$ cat src/core/pio_pkg.sv
// constants shared by the four-port parallel i/o block
// assumes a single core clock domain and an active-low async reset
package pio_pkg;

  // ----------------------------------------------------------------
  // port identifiers
  // ----------------------------------------------------------------
  localparam logic [1:0] PORT_ADDR_DATA = 2'h0;
  localparam logic [1:0] PORT_ANALOG = 2'h1;
  localparam logic [1:0] PORT_HIGH_ADDR = 2'h2;
  localparam logic [1:0] PORT_SPECIAL = 2'h3;
  localparam int NUM_PORTS = 4;
  localparam int PORT_WIDTH = 8;

  // ----------------------------------------------------------------
  // reset and access-fill values of the bit latches, and pin synchroniser reset
  // ----------------------------------------------------------------
  localparam logic [7:0] LATCH_RESET = 8'hff;
  localparam logic [7:0] ADDR_DATA_ACCESS_FILL = 8'hff;
  localparam logic [7:0] PIN_SYNC_RESET = 8'hff;

  // ----------------------------------------------------------------
  // analog input port alternate inputs
  // ----------------------------------------------------------------
  localparam int BIT_THIRD_TIMER_COUNT = 0;
  localparam int BIT_THIRD_TIMER_TRIGGER = 1;
  localparam int BIT_SLAVE_SELECT = 5;

  // ----------------------------------------------------------------
  // high address port pwm pins
  // ----------------------------------------------------------------
  localparam int BIT_HIGH_PWM0 = 6;
  localparam int BIT_HIGH_PWM1 = 7;

  // ----------------------------------------------------------------
  // special function port pins
  // ----------------------------------------------------------------
  localparam int BIT_SERIAL_RX = 0;
  localparam int BIT_SERIAL_TX = 1;
  localparam int BIT_EXT_INT_ZERO = 2;
  localparam int BIT_EXT_INT_ONE = 3;
  localparam int BIT_FIRST_TIMER = 4;
  localparam int BIT_SECOND_TIMER = 5;
  localparam int BIT_WRITE_STROBE = 6;
  localparam int BIT_READ_STROBE = 7;
  localparam int BIT_SPECIAL_PWM1 = 3;
  localparam int BIT_SPECIAL_PWM0 = 4;

endpackage

$ cat src/core/parallel_io_ports.sv
// four 8-bit parallel i/o ports with bit latches, pin sampling,
// external memory multiplexing and alternate-function routing.
// assumes the cpu issues one latch write or one read at a time on mclk,
// and the pad ring resolves each pin from out/oe plus the weak pull-up.
//
// Operation
// - port zero open-drain, follows latch when idle
// - port zero carries low address and data
// - every port bit latches bus on write
// - latch read returns latch, pin read pin
// - external access fills port zero latch ones
// - external select drives port zero push-pull
// - port zero latch one floats, zero drives
// - analog port never drives its pins
// - analog port resets ones; zero selects digital
// - analog pins feed timer and slave select
// - high port outputs upper address bytes
// - external addressing drives high port, latch kept
// - high port one pulls up, zero drives
// - configured pwm overrides high port bits six, seven
// - special port one pulls up, zero drives
// - alternate output passes only with latch one
// - special port carries serial, interrupt, timer, strobes
// - configured pwm overrides special bits three, four
// - read classes select latch or pin
// - modify-write reads latch, bit rewrites byte
module parallel_io_ports
  import pio_pkg::*;
(
  input wire logic mclk,
  input wire logic nrst,
  // cpu latch write
  input wire logic latch_wr,
  input wire logic [1:0] wr_port,
  input wire logic [7:0] wr_data,
  input wire logic bit_wr,
  input wire logic [2:0] bit_idx,
  input wire logic bit_val,
  // cpu read
  input wire logic rd_req,
  input wire logic [1:0] rd_port,
  input wire logic rd_latch_class,
  output logic [7:0] rd_data,
  output logic rd_valid,
  // external memory
  input wire logic ext_mem_active,
  input wire logic [7:0] ext_addr_data_out,
  input wire logic ext_addr_high_active,
  input wire logic [7:0] ext_addr_high,
  output logic [7:0] ext_data_in,
  input wire logic ext_wr_n,
  input wire logic ext_rd_n,
  // chip configuration
  input wire logic pwm_on_high_port,
  input wire logic pwm_on_special_port,
  input wire logic pwm0,
  input wire logic pwm1,
  // serial peripheral outputs
  input wire logic shift_mode,
  input wire logic serial_tx_out,
  input wire logic shift_data_out,
  input wire logic shift_clk_out,
  // alternate inputs
  output logic third_timer_count_input,
  output logic third_timer_trigger_input,
  output logic slave_select_n,
  output logic serial_rx_in,
  output logic external_interrupt_zero,
  output logic external_interrupt_one,
  output logic first_timer_count_input,
  output logic second_timer_count_input,
  output logic [7:0] analog_select,
  // pins
  input wire logic [7:0] addr_data_pin_in,
  output logic [7:0] addr_data_pin_out,
  output logic [7:0] addr_data_pin_oe,
  input wire logic [7:0] analog_pin_in,
  input wire logic [7:0] high_addr_pin_in,
  output logic [7:0] high_addr_pin_out,
  output logic [7:0] high_addr_pin_oe,
  output logic [7:0] high_addr_pullup,
  input wire logic [7:0] special_pin_in,
  output logic [7:0] special_pin_out,
  output logic [7:0] special_pin_oe,
  output logic [7:0] special_pullup
);
  import pio_pkg::*;

  // ----------------------------------------------------------------
  // decoding helpers
  // ----------------------------------------------------------------
  function automatic logic [3:0] port_onehot(input logic [1:0] sel);
    port_onehot = 4'h1 << sel;
  endfunction

  function automatic logic [7:0] set_bit(input logic [7:0] val, input logic [2:0] idx, input logic b);
    logic [7:0] mask;
    mask = 8'h01 << idx;
    set_bit = b ? (val | mask) : (val & ~mask);
  endfunction

  // ----------------------------------------------------------------
  // state
  // ----------------------------------------------------------------
  logic [7:0] addr_data_port_latch_reg;
  logic [7:0] analog_input_port_latch_reg;
  logic [7:0] high_address_port_latch_reg;
  logic [7:0] special_function_port_latch_reg;
  logic [7:0] pin_meta_reg [NUM_PORTS];
  logic [7:0] pin_sync_reg [NUM_PORTS];
  logic [7:0] rd_data_reg;
  logic rd_valid_reg;
  logic [7:0] ext_data_in_reg;

  // ----------------------------------------------------------------
  // write decode
  // ----------------------------------------------------------------
  logic [3:0] wr_hit;
  logic [3:0] bit_hit;
  logic [7:0] latch_cur [NUM_PORTS];
  logic [7:0] latch_next [NUM_PORTS];
  logic [7:0] bit_merged;

  assign wr_hit = latch_wr ? port_onehot(wr_port) : 4'h0;
  assign bit_hit = (bit_wr && !latch_wr) ? port_onehot(wr_port) : 4'h0;
  assign latch_cur[0] = addr_data_port_latch_reg;
  assign latch_cur[1] = analog_input_port_latch_reg;
  assign latch_cur[2] = high_address_port_latch_reg;
  assign latch_cur[3] = special_function_port_latch_reg;
  // a single-bit write merges into the whole latched byte, not the pins
  assign bit_merged = set_bit(latch_cur[wr_port], bit_idx, bit_val);

  genvar gp;
  generate
    for (gp = 0; gp < NUM_PORTS; gp++)
    begin : g_next
      assign latch_next[gp] = wr_hit[gp] ? wr_data :
                              bit_hit[gp] ? bit_merged : latch_cur[gp];
    end
  endgenerate

  // ----------------------------------------------------------------
  // bit latches
  // ----------------------------------------------------------------
  // external access fill wins over a cpu write in the same cycle
  always_ff @(posedge mclk or negedge nrst)
  begin
    if (!nrst)
    begin
      addr_data_port_latch_reg <= LATCH_RESET;
      analog_input_port_latch_reg <= LATCH_RESET;
      high_address_port_latch_reg <= LATCH_RESET;
      special_function_port_latch_reg <= LATCH_RESET;
    end
    else
    begin
      addr_data_port_latch_reg <= ext_mem_active ? ADDR_DATA_ACCESS_FILL : latch_next[0];
      analog_input_port_latch_reg <= latch_next[1];
      high_address_port_latch_reg <= latch_next[2];
      special_function_port_latch_reg <= latch_next[3];
    end
  end

  // ----------------------------------------------------------------
  // pin synchronisers
  // ----------------------------------------------------------------
  logic [7:0] pin_raw [NUM_PORTS];
  assign pin_raw[0] = addr_data_pin_in;
  assign pin_raw[1] = analog_pin_in;
  assign pin_raw[2] = high_addr_pin_in;
  assign pin_raw[3] = special_pin_in;

  generate
    for (gp = 0; gp < NUM_PORTS; gp++)
    begin : g_sync
      always_ff @(posedge mclk or negedge nrst)
      begin
        if (!nrst)
        begin
          pin_meta_reg[gp] <= PIN_SYNC_RESET;
          pin_sync_reg[gp] <= PIN_SYNC_RESET;
        end
        else
        begin
          pin_meta_reg[gp] <= pin_raw[gp];
          pin_sync_reg[gp] <= pin_meta_reg[gp];
        end
      end
    end
  endgenerate

  // ----------------------------------------------------------------
  // cpu read path
  // ----------------------------------------------------------------
  // modify-write instructions use the latch class so a loaded pin
  // cannot corrupt the value written back
  logic [7:0] rd_sel;
  assign rd_sel = rd_latch_class ? latch_cur[rd_port] : pin_sync_reg[rd_port];

  always_ff @(posedge mclk or negedge nrst)
  begin
    if (!nrst)
    begin
      rd_data_reg <= 8'h00;
      rd_valid_reg <= 1'b0;
      ext_data_in_reg <= 8'h00;
    end
    else
    begin
      rd_valid_reg <= rd_req;
      if (rd_req)
      begin
        rd_data_reg <= rd_sel;
      end
      ext_data_in_reg <= pin_sync_reg[0];
    end
  end

  assign rd_data = rd_data_reg;
  assign rd_valid = rd_valid_reg;
  assign ext_data_in = ext_data_in_reg;

  // ----------------------------------------------------------------
  // address/data port drive
  // ----------------------------------------------------------------
  // no pull-up in gpio mode: a latched one only releases the pin
  assign addr_data_pin_out = ext_mem_active ? ext_addr_data_out : 8'h00;
  assign addr_data_pin_oe = ext_mem_active ? 8'hff : ~addr_data_port_latch_reg;

  // ----------------------------------------------------------------
  // analog input port
  // ----------------------------------------------------------------
  // input only: there is no output driver on these pins at all
  assign analog_select = analog_input_port_latch_reg;
  assign third_timer_count_input = pin_sync_reg[1][BIT_THIRD_TIMER_COUNT];
  assign third_timer_trigger_input = pin_sync_reg[1][BIT_THIRD_TIMER_TRIGGER];
  assign slave_select_n = pin_sync_reg[1][BIT_SLAVE_SELECT];

  // ----------------------------------------------------------------
  // high address port drive
  // ----------------------------------------------------------------
  logic [7:0] high_level;
  assign high_level = pwm_on_high_port ?
    {pwm1, pwm0, high_address_port_latch_reg[5:0]} : high_address_port_latch_reg;
  assign high_addr_pin_out = ext_addr_high_active ? ext_addr_high : 8'h00;
  assign high_addr_pin_oe = ext_addr_high_active ? 8'hff : ~high_level;
  assign high_addr_pullup = ext_addr_high_active ? 8'h00 : high_level;

  // ----------------------------------------------------------------
  // special function port drive
  // ----------------------------------------------------------------
  // unused alternate outputs idle high so the latch alone decides
  logic [7:0] alt_out;
  logic [7:0] special_level;
  logic [7:0] special_gated;
  assign alt_out[BIT_SERIAL_RX] = shift_mode ? shift_data_out : 1'b1;
  assign alt_out[BIT_SERIAL_TX] = shift_mode ? shift_clk_out : serial_tx_out;
  assign alt_out[BIT_EXT_INT_ZERO] = 1'b1;
  assign alt_out[BIT_EXT_INT_ONE] = 1'b1;
  assign alt_out[BIT_FIRST_TIMER] = 1'b1;
  assign alt_out[BIT_SECOND_TIMER] = 1'b1;
  assign alt_out[BIT_WRITE_STROBE] = ext_wr_n;
  assign alt_out[BIT_READ_STROBE] = ext_rd_n;
  // a latched zero holds the pin low whatever the peripheral does, except bits three and four while pwm is on the special port
  assign special_gated = special_function_port_latch_reg & alt_out;

  genvar gb;
  generate
    for (gb = 0; gb < PORT_WIDTH; gb++)
    begin : g_special
      if (gb == BIT_SPECIAL_PWM0)
      begin : g_pwm0
        assign special_level[gb] = pwm_on_special_port ? pwm0 : special_gated[gb];
      end
      else if (gb == BIT_SPECIAL_PWM1)
      begin : g_pwm1
        assign special_level[gb] = pwm_on_special_port ? pwm1 : special_gated[gb];
      end
      else
      begin : g_plain
        assign special_level[gb] = special_gated[gb];
      end
    end
  endgenerate

  assign special_pin_out = 8'h00;
  assign special_pin_oe = ~special_level;
  assign special_pullup = special_level;

  assign serial_rx_in = pin_sync_reg[3][BIT_SERIAL_RX];
  assign external_interrupt_zero = pin_sync_reg[3][BIT_EXT_INT_ZERO];
  assign external_interrupt_one = pin_sync_reg[3][BIT_EXT_INT_ONE];
  assign first_timer_count_input = pin_sync_reg[3][BIT_FIRST_TIMER];
  assign second_timer_count_input = pin_sync_reg[3][BIT_SECOND_TIMER];
endmodule

$ cat config.mk
export PLATFORM = sky130hd
export DESIGN_NAME = parallel_io_ports
export DESIGN_NICKNAME = d
export VERILOG_FILES = /design/src/core/pio_pkg.sv /design/src/core/parallel_io_ports.sv
export SDC_FILE = /design/constraint.sdc
export NUM_CORES = 1
export LEC_CHECK = 0
export BUFFER_PORTS_ARGS = -buffer_cell sky130_fd_sc_hd__buf_2
export CAP_MARGIN = 40
export CORE_MARGIN = 2
export CORE_UTILIZATION = 45
export CTS_CLUSTER_SIZE = 10
export DETAILED_ROUTE_END_ITERATION = 6
export PLACE_DENSITY = 0.73
export SETUP_SLACK_MARGIN = 0.1
export SYNTH_ARGS = -nofsm -noshare
export SYNTH_HDL_FRONTEND = slang
export SYNTH_SLANG_ARGS = --single-unit
$ cat constraint.sdc
create_clock -name mclk -period 1.3 [get_ports mclk]
set_input_delay 0.13 -clock mclk [delete_from_list [all_inputs] [get_ports mclk]]
set_output_delay 0.13 -clock mclk [all_outputs]
set_load 0.03 [all_outputs]
Yosys cells after proc, flatten, opt, wreduce, memory -nomap -nowiden
Cells that the tools add are included.
Word-level totals
  register bits after elaboration: 113
  logic and storage cells: 66
  bits in writable memories: 0
  memories: 0
  bits in read-only memories: 0
  output and inout port bits: 97
  latch bits: 0
  input port bits: 82
Cells by class
  reductions and logical operators: 6
  magnitude comparators: 2
  div/mod/pow operators: 0
  multiplexer cells: 32
  shifts and indexed selects: 2
  bitwise gates (word level): 9
  multipliers: 0
  add/sub/neg operators: 0
  equal/unequal tests: 0
Operator list (count)
  2-to-1 mux 8 bit: 23
  binary-select mux 8 bit (select 2 bit): 3
  inverter 8 bit: 4
  AND 8 bit: 2
  2-to-1 mux 4 bit: 2
  OR 8 bit: 1
  left shift 1 x 3 -> 8 bit (first input constant): 1
  >= comparator 3 bit (second input constant): 2
  inverter 2 -> 3 bit: 2
  nonzero test 2 bit: 3
  2-to-1 mux 1 bit: 4
  left shift 1 x 2 -> 4 bit (first input constant): 1
  nonzero test 3 bit: 1
  logical AND 1 bit: 1
  logical NOT 1 bit: 1

Depth between registers and ports, before layout
  depth after elaboration: 9
  depth in mapped cells: 6
  gate-level depth less buffers: 3

Worst setup path before layout
Ideal clock, no wire load.
  path type: register to output
  from: reg high_address_port_latch_reg[0]
  to: out high_addr_pin_oe[0]
  arrival time: 1.316 ns
  stages on the path, launching flop included: 3
  path slack: -0.146 ns
  data required time: 1.170 ns
  buffers on the path: 0
  cells stage by stage: dfstp_2 -> nor2b_1 -> inv_1
Between the ends
  word-level cells in the longest chain between the ends: 3
RTL lines
  start, declared: RTL line parallel_io_ports.sv:107  | logic [7:0] high_address_port_latch_reg;
  start signal, assigned: RTL line parallel_io_ports.sv:159  | high_address_port_latch_reg <= latch_next[2];
  2-to-1 mux 8 bit: RTL line parallel_io_ports.sv:243  | assign high_level = pwm_on_high_port ?
  inverter 8 bit: RTL line parallel_io_ports.sv:246  | assign high_addr_pin_oe = ext_addr_high_active ? 8'hff : ~high_level;
  2-to-1 mux 8 bit: RTL line parallel_io_ports.sv:246
  end, declared: RTL line parallel_io_ports.sv:80  | output logic [7:0] high_addr_pin_oe,
No other way between the ends.

Worst setup path in the final report
  from: reg high_address_port_latch_reg[1]
  to: out high_addr_pin_oe[1]
The elaborated chain is that of the path after synthesis.

==> flow_summary.yaml <==
power:
  p_switching_mw: 3.77
  powerDensity_nw_per_um2: 1450
  pwr-share-comb: 0.282
  clock_power_share: 0.364
  swShare: 0.310
  seqPwrFrac: 0.354
  leakage_nw: 3.77
  intPower_mw: 8.37
  ir_worst_vdd_v: 0.00123
floorplan:
  row_count: 38
  core_um2: 10800
  initial_core_util: 0.461
  chipHeight_um: 109
  io_pins: 179
  die_w_um: 109
  die-area_um2: 11900
synthesis:
  avgSynthCellArea_um2: 13.4
  synth_seq_cells: 113
  synth_edf_count: 0
  synth_warnings: 0
  async_flop_share: 1.00
  synth_cells: 372
  syn_area_um2: 4980
  ys_seq_area_frac: 0.592
  yosys.cell_types.count: 38
  synth-main-ff-cell: "dfstp_2"
layout:
  seqCellArea_um2: 2950
  largest_reg_flops: 32
  multiInputGateArea_um2: 2150
  nFillCells: 612
  fin_area_um2: 8370
  layout_commonest_cell: "buf_2"
  n_antenna_cell: 0
  drive_gt1_frac: 0.715
  final_cell_mix: "98 x buf_2, 96 x dfstp_2, 92 x buf_6, 46 x buf_4, 42 x dlygate4sd3_1"
  finalNetCount: 728
  area_growth_syn_to_layout_pct: 68.1
critical_path:
  endpoint_kind: "output pin"
  critPathArrivalTime_ps: 1510
  crit_required_ps: 1170
  start_kind: "flop"
  worstSetupPathType: "flop to output pin"
  cpMaxStageDelayCell: "dfstp_2"
  cp_cell_sequence: "buf_6, nor2b_4, inv_2, buf_6"
  crit_path_max_fanout: 3
  r2r_setup_slack_ps: -160
  cpPeakStageDelay_ps: 570
  cpMostUsedCell: "buf_6"
run:
  max-cap-violations: 0
sta:
  tightestPinTransition_ps: 635
  finalSetupViolCount: 93
  holdWs_ps: 104
  rsz0062_at_grt: "yes"
  hold_viol_final: 0
  slew_headroom: 0.576
  drv_slew: 0
  worst_slack_ps: -338
  fmax_mhz: 610
  post-route-min-period_ps: 1640
  clock_skew_ps: 9.34
  fin_crit_sh: 1.26
routing:
  num_vias: 4303
  wl_per_cell_um: 20.1
  drtIter0Drc: 288
  drc: 0
  ant_nets: 0
  totalWireLength_um: 16000
  first_pass_iters: 5
  via_per_inst: 5.39
clock_tree:
  cts_max_level: 4
  clock_latency_ps: 500
  clk_pin_slew_ps: 60
  clock_sinks: 113
  numCtsBuffers: 17
  cts_tree: "yes"
  clock-root-buffer: "clkbuf_8"
  clockBufferDepth: 2
grt:
  grt_usage: 0.277
  grt_pass1_vias: 4515
  antenna_found_initial: 0
  grt.overflow.total: 0
  grt_pass1_wl_um: 23900
  grt_max_degree: 56
placement:
  place.gp.congestion: 0.892
  io_buffers: 170
  placed_area_um2: 6340
  dp_hpwl_um: 9930
run_status:
  failed_checks: "setup timing"
  run_status: "finished, violations left"
hold_path:
  hp-class: "input port to flop"
==> Yosys cell counts (2+ instances only) <==
cell type   n  area, um^2
a211oi_1    3        22.5
a21oi_1    26         130
a221oi_1   30         263
and2_1     17         106
buf_1       4        15.0
buf_2       6        30.0
buf_4      11        82.6
buf_6       2        22.5
clkbuf_1   11        41.3
clkbuf_2    3        15.0
dfrtp_1    17         425
dfstp_2    96        2520
inv_1      24        90.1
mux2i_1    16         160
mux2i_4     2        45.0
mux4_2     24         541
nand2_1     5        18.8
nand2b_1   10        62.6
nand3b_1    3        22.5
nor2_1     26        97.6
nor2b_1    18         113
nor3b_2     2        25.0
==> logic make-up (layout without fill, tap and decap cells) <==
group	Yosys count	after routing	share of synthesized area
compound gates	63	63	0.0895
simple gates	90	90	0.103
flops	113	113	0.592
buf+inv	61	341	0.0596
mux	44	44	0.155
other cells	1	8	0.000753
==> worst paths after layout <==
path                                                                 from                      endpoint  cells after the start
setup / recovery               high_address_port_latch_reg[1]$_DFFE_PN1P_           high_addr_pin_oe[1]                      4
setup reg to reg           special_function_port_latch_reg[0]$_DFFE_PN1P_  analog_select[0]$_DFFE_PN1P_                      4
max in group asynchronous                                            nrst     pin_meta_reg[0]$_DFF_PN1_                      3
min in group asynchronous                                            nrst    pin_meta_reg[10]$_DFF_PN1_                      2
hold reg to reg                                 pin_meta_reg[9]$_DFF_PN1_     pin_sync_reg[9]$_DFF_PN1_                      0
hold / removal                                             rd_latch_class        rd_data[2]$_DFFE_PN0P_                      3
==> power groups by stage <==
stage | Sequential, mW | Clock, mW | Combinational [mW]
after global routing | 4.33 | 4.67 | 3.60
after detailed placement | 4.32 | 0 | 2.37
final | 4.30 | 4.42 | 3.42
after global placement | 4.29 | 0 | 2.32
after CTS | 4.28 | 4.44 | 3.28
after floorplan | 4.48 | 0 | 1.30
==> cell type report <==
cell class                 count  share of cell area
clock inverter                13              0.0153
inverter                      24              0.0108
multi-input combinational    205               0.257
tap                          140              0.0209
sequential                   113               0.352
timing repair buffer         285               0.291
clock buffer                  19              0.0528
==> layer usage <==
| metal | share of wire | up-vias | track usage |
|---|---|---|---|
| met1 | 0.36 | 2118 | 0.338 |
| met2 | 0.51 | 274 | 0.466 |
| met5 | 0 | - | 0 |
| met4 | 0.036 | 0 | 0.136 |
| li1 | - | 1860 | - |
| met3 | 0.087 | 51 | 0.0604 |
==> critical path: cells and delay by family, from the launching register on <==
kind	cells	cell delay [ps]
and+or+nand+nor	1	150
buffers and inverters	3	290
DFF	1	570
==> what timing repair did <==
item | CTS | global route
hold endpoints to repair | 154 | 0
pin swaps | 20 | 12
endpoints found under the setup margin | 103 | 106
resized for setup | 203 | 28
hold buffers | 42 | 0
setup buffers | 23 | 6
==> metrics by stage <==
| stage | power, mW | setup TNS (ps) | setup WS (ps) | utilization | instances |
|---|---|---|---|---|---|
| floorplan | 5.78 | -353 | -37.6 | - | 379 |
| global placement | 6.61 | -6780 | -290 | 0.588 | 696 |
| detailed placement | 6.68 | -8120 | -314 | 0.588 | 696 |
| CTS | 12.0 | -13060 | -352 | 0.764 | 793 |
| global route | 12.6 | -15870 | -382 | 0.775 | 799 |
| finish | 12.1 | -12170 | -338 | 0.775 | 799 |
No activity file was read; power rests on OpenSTA's default activity.
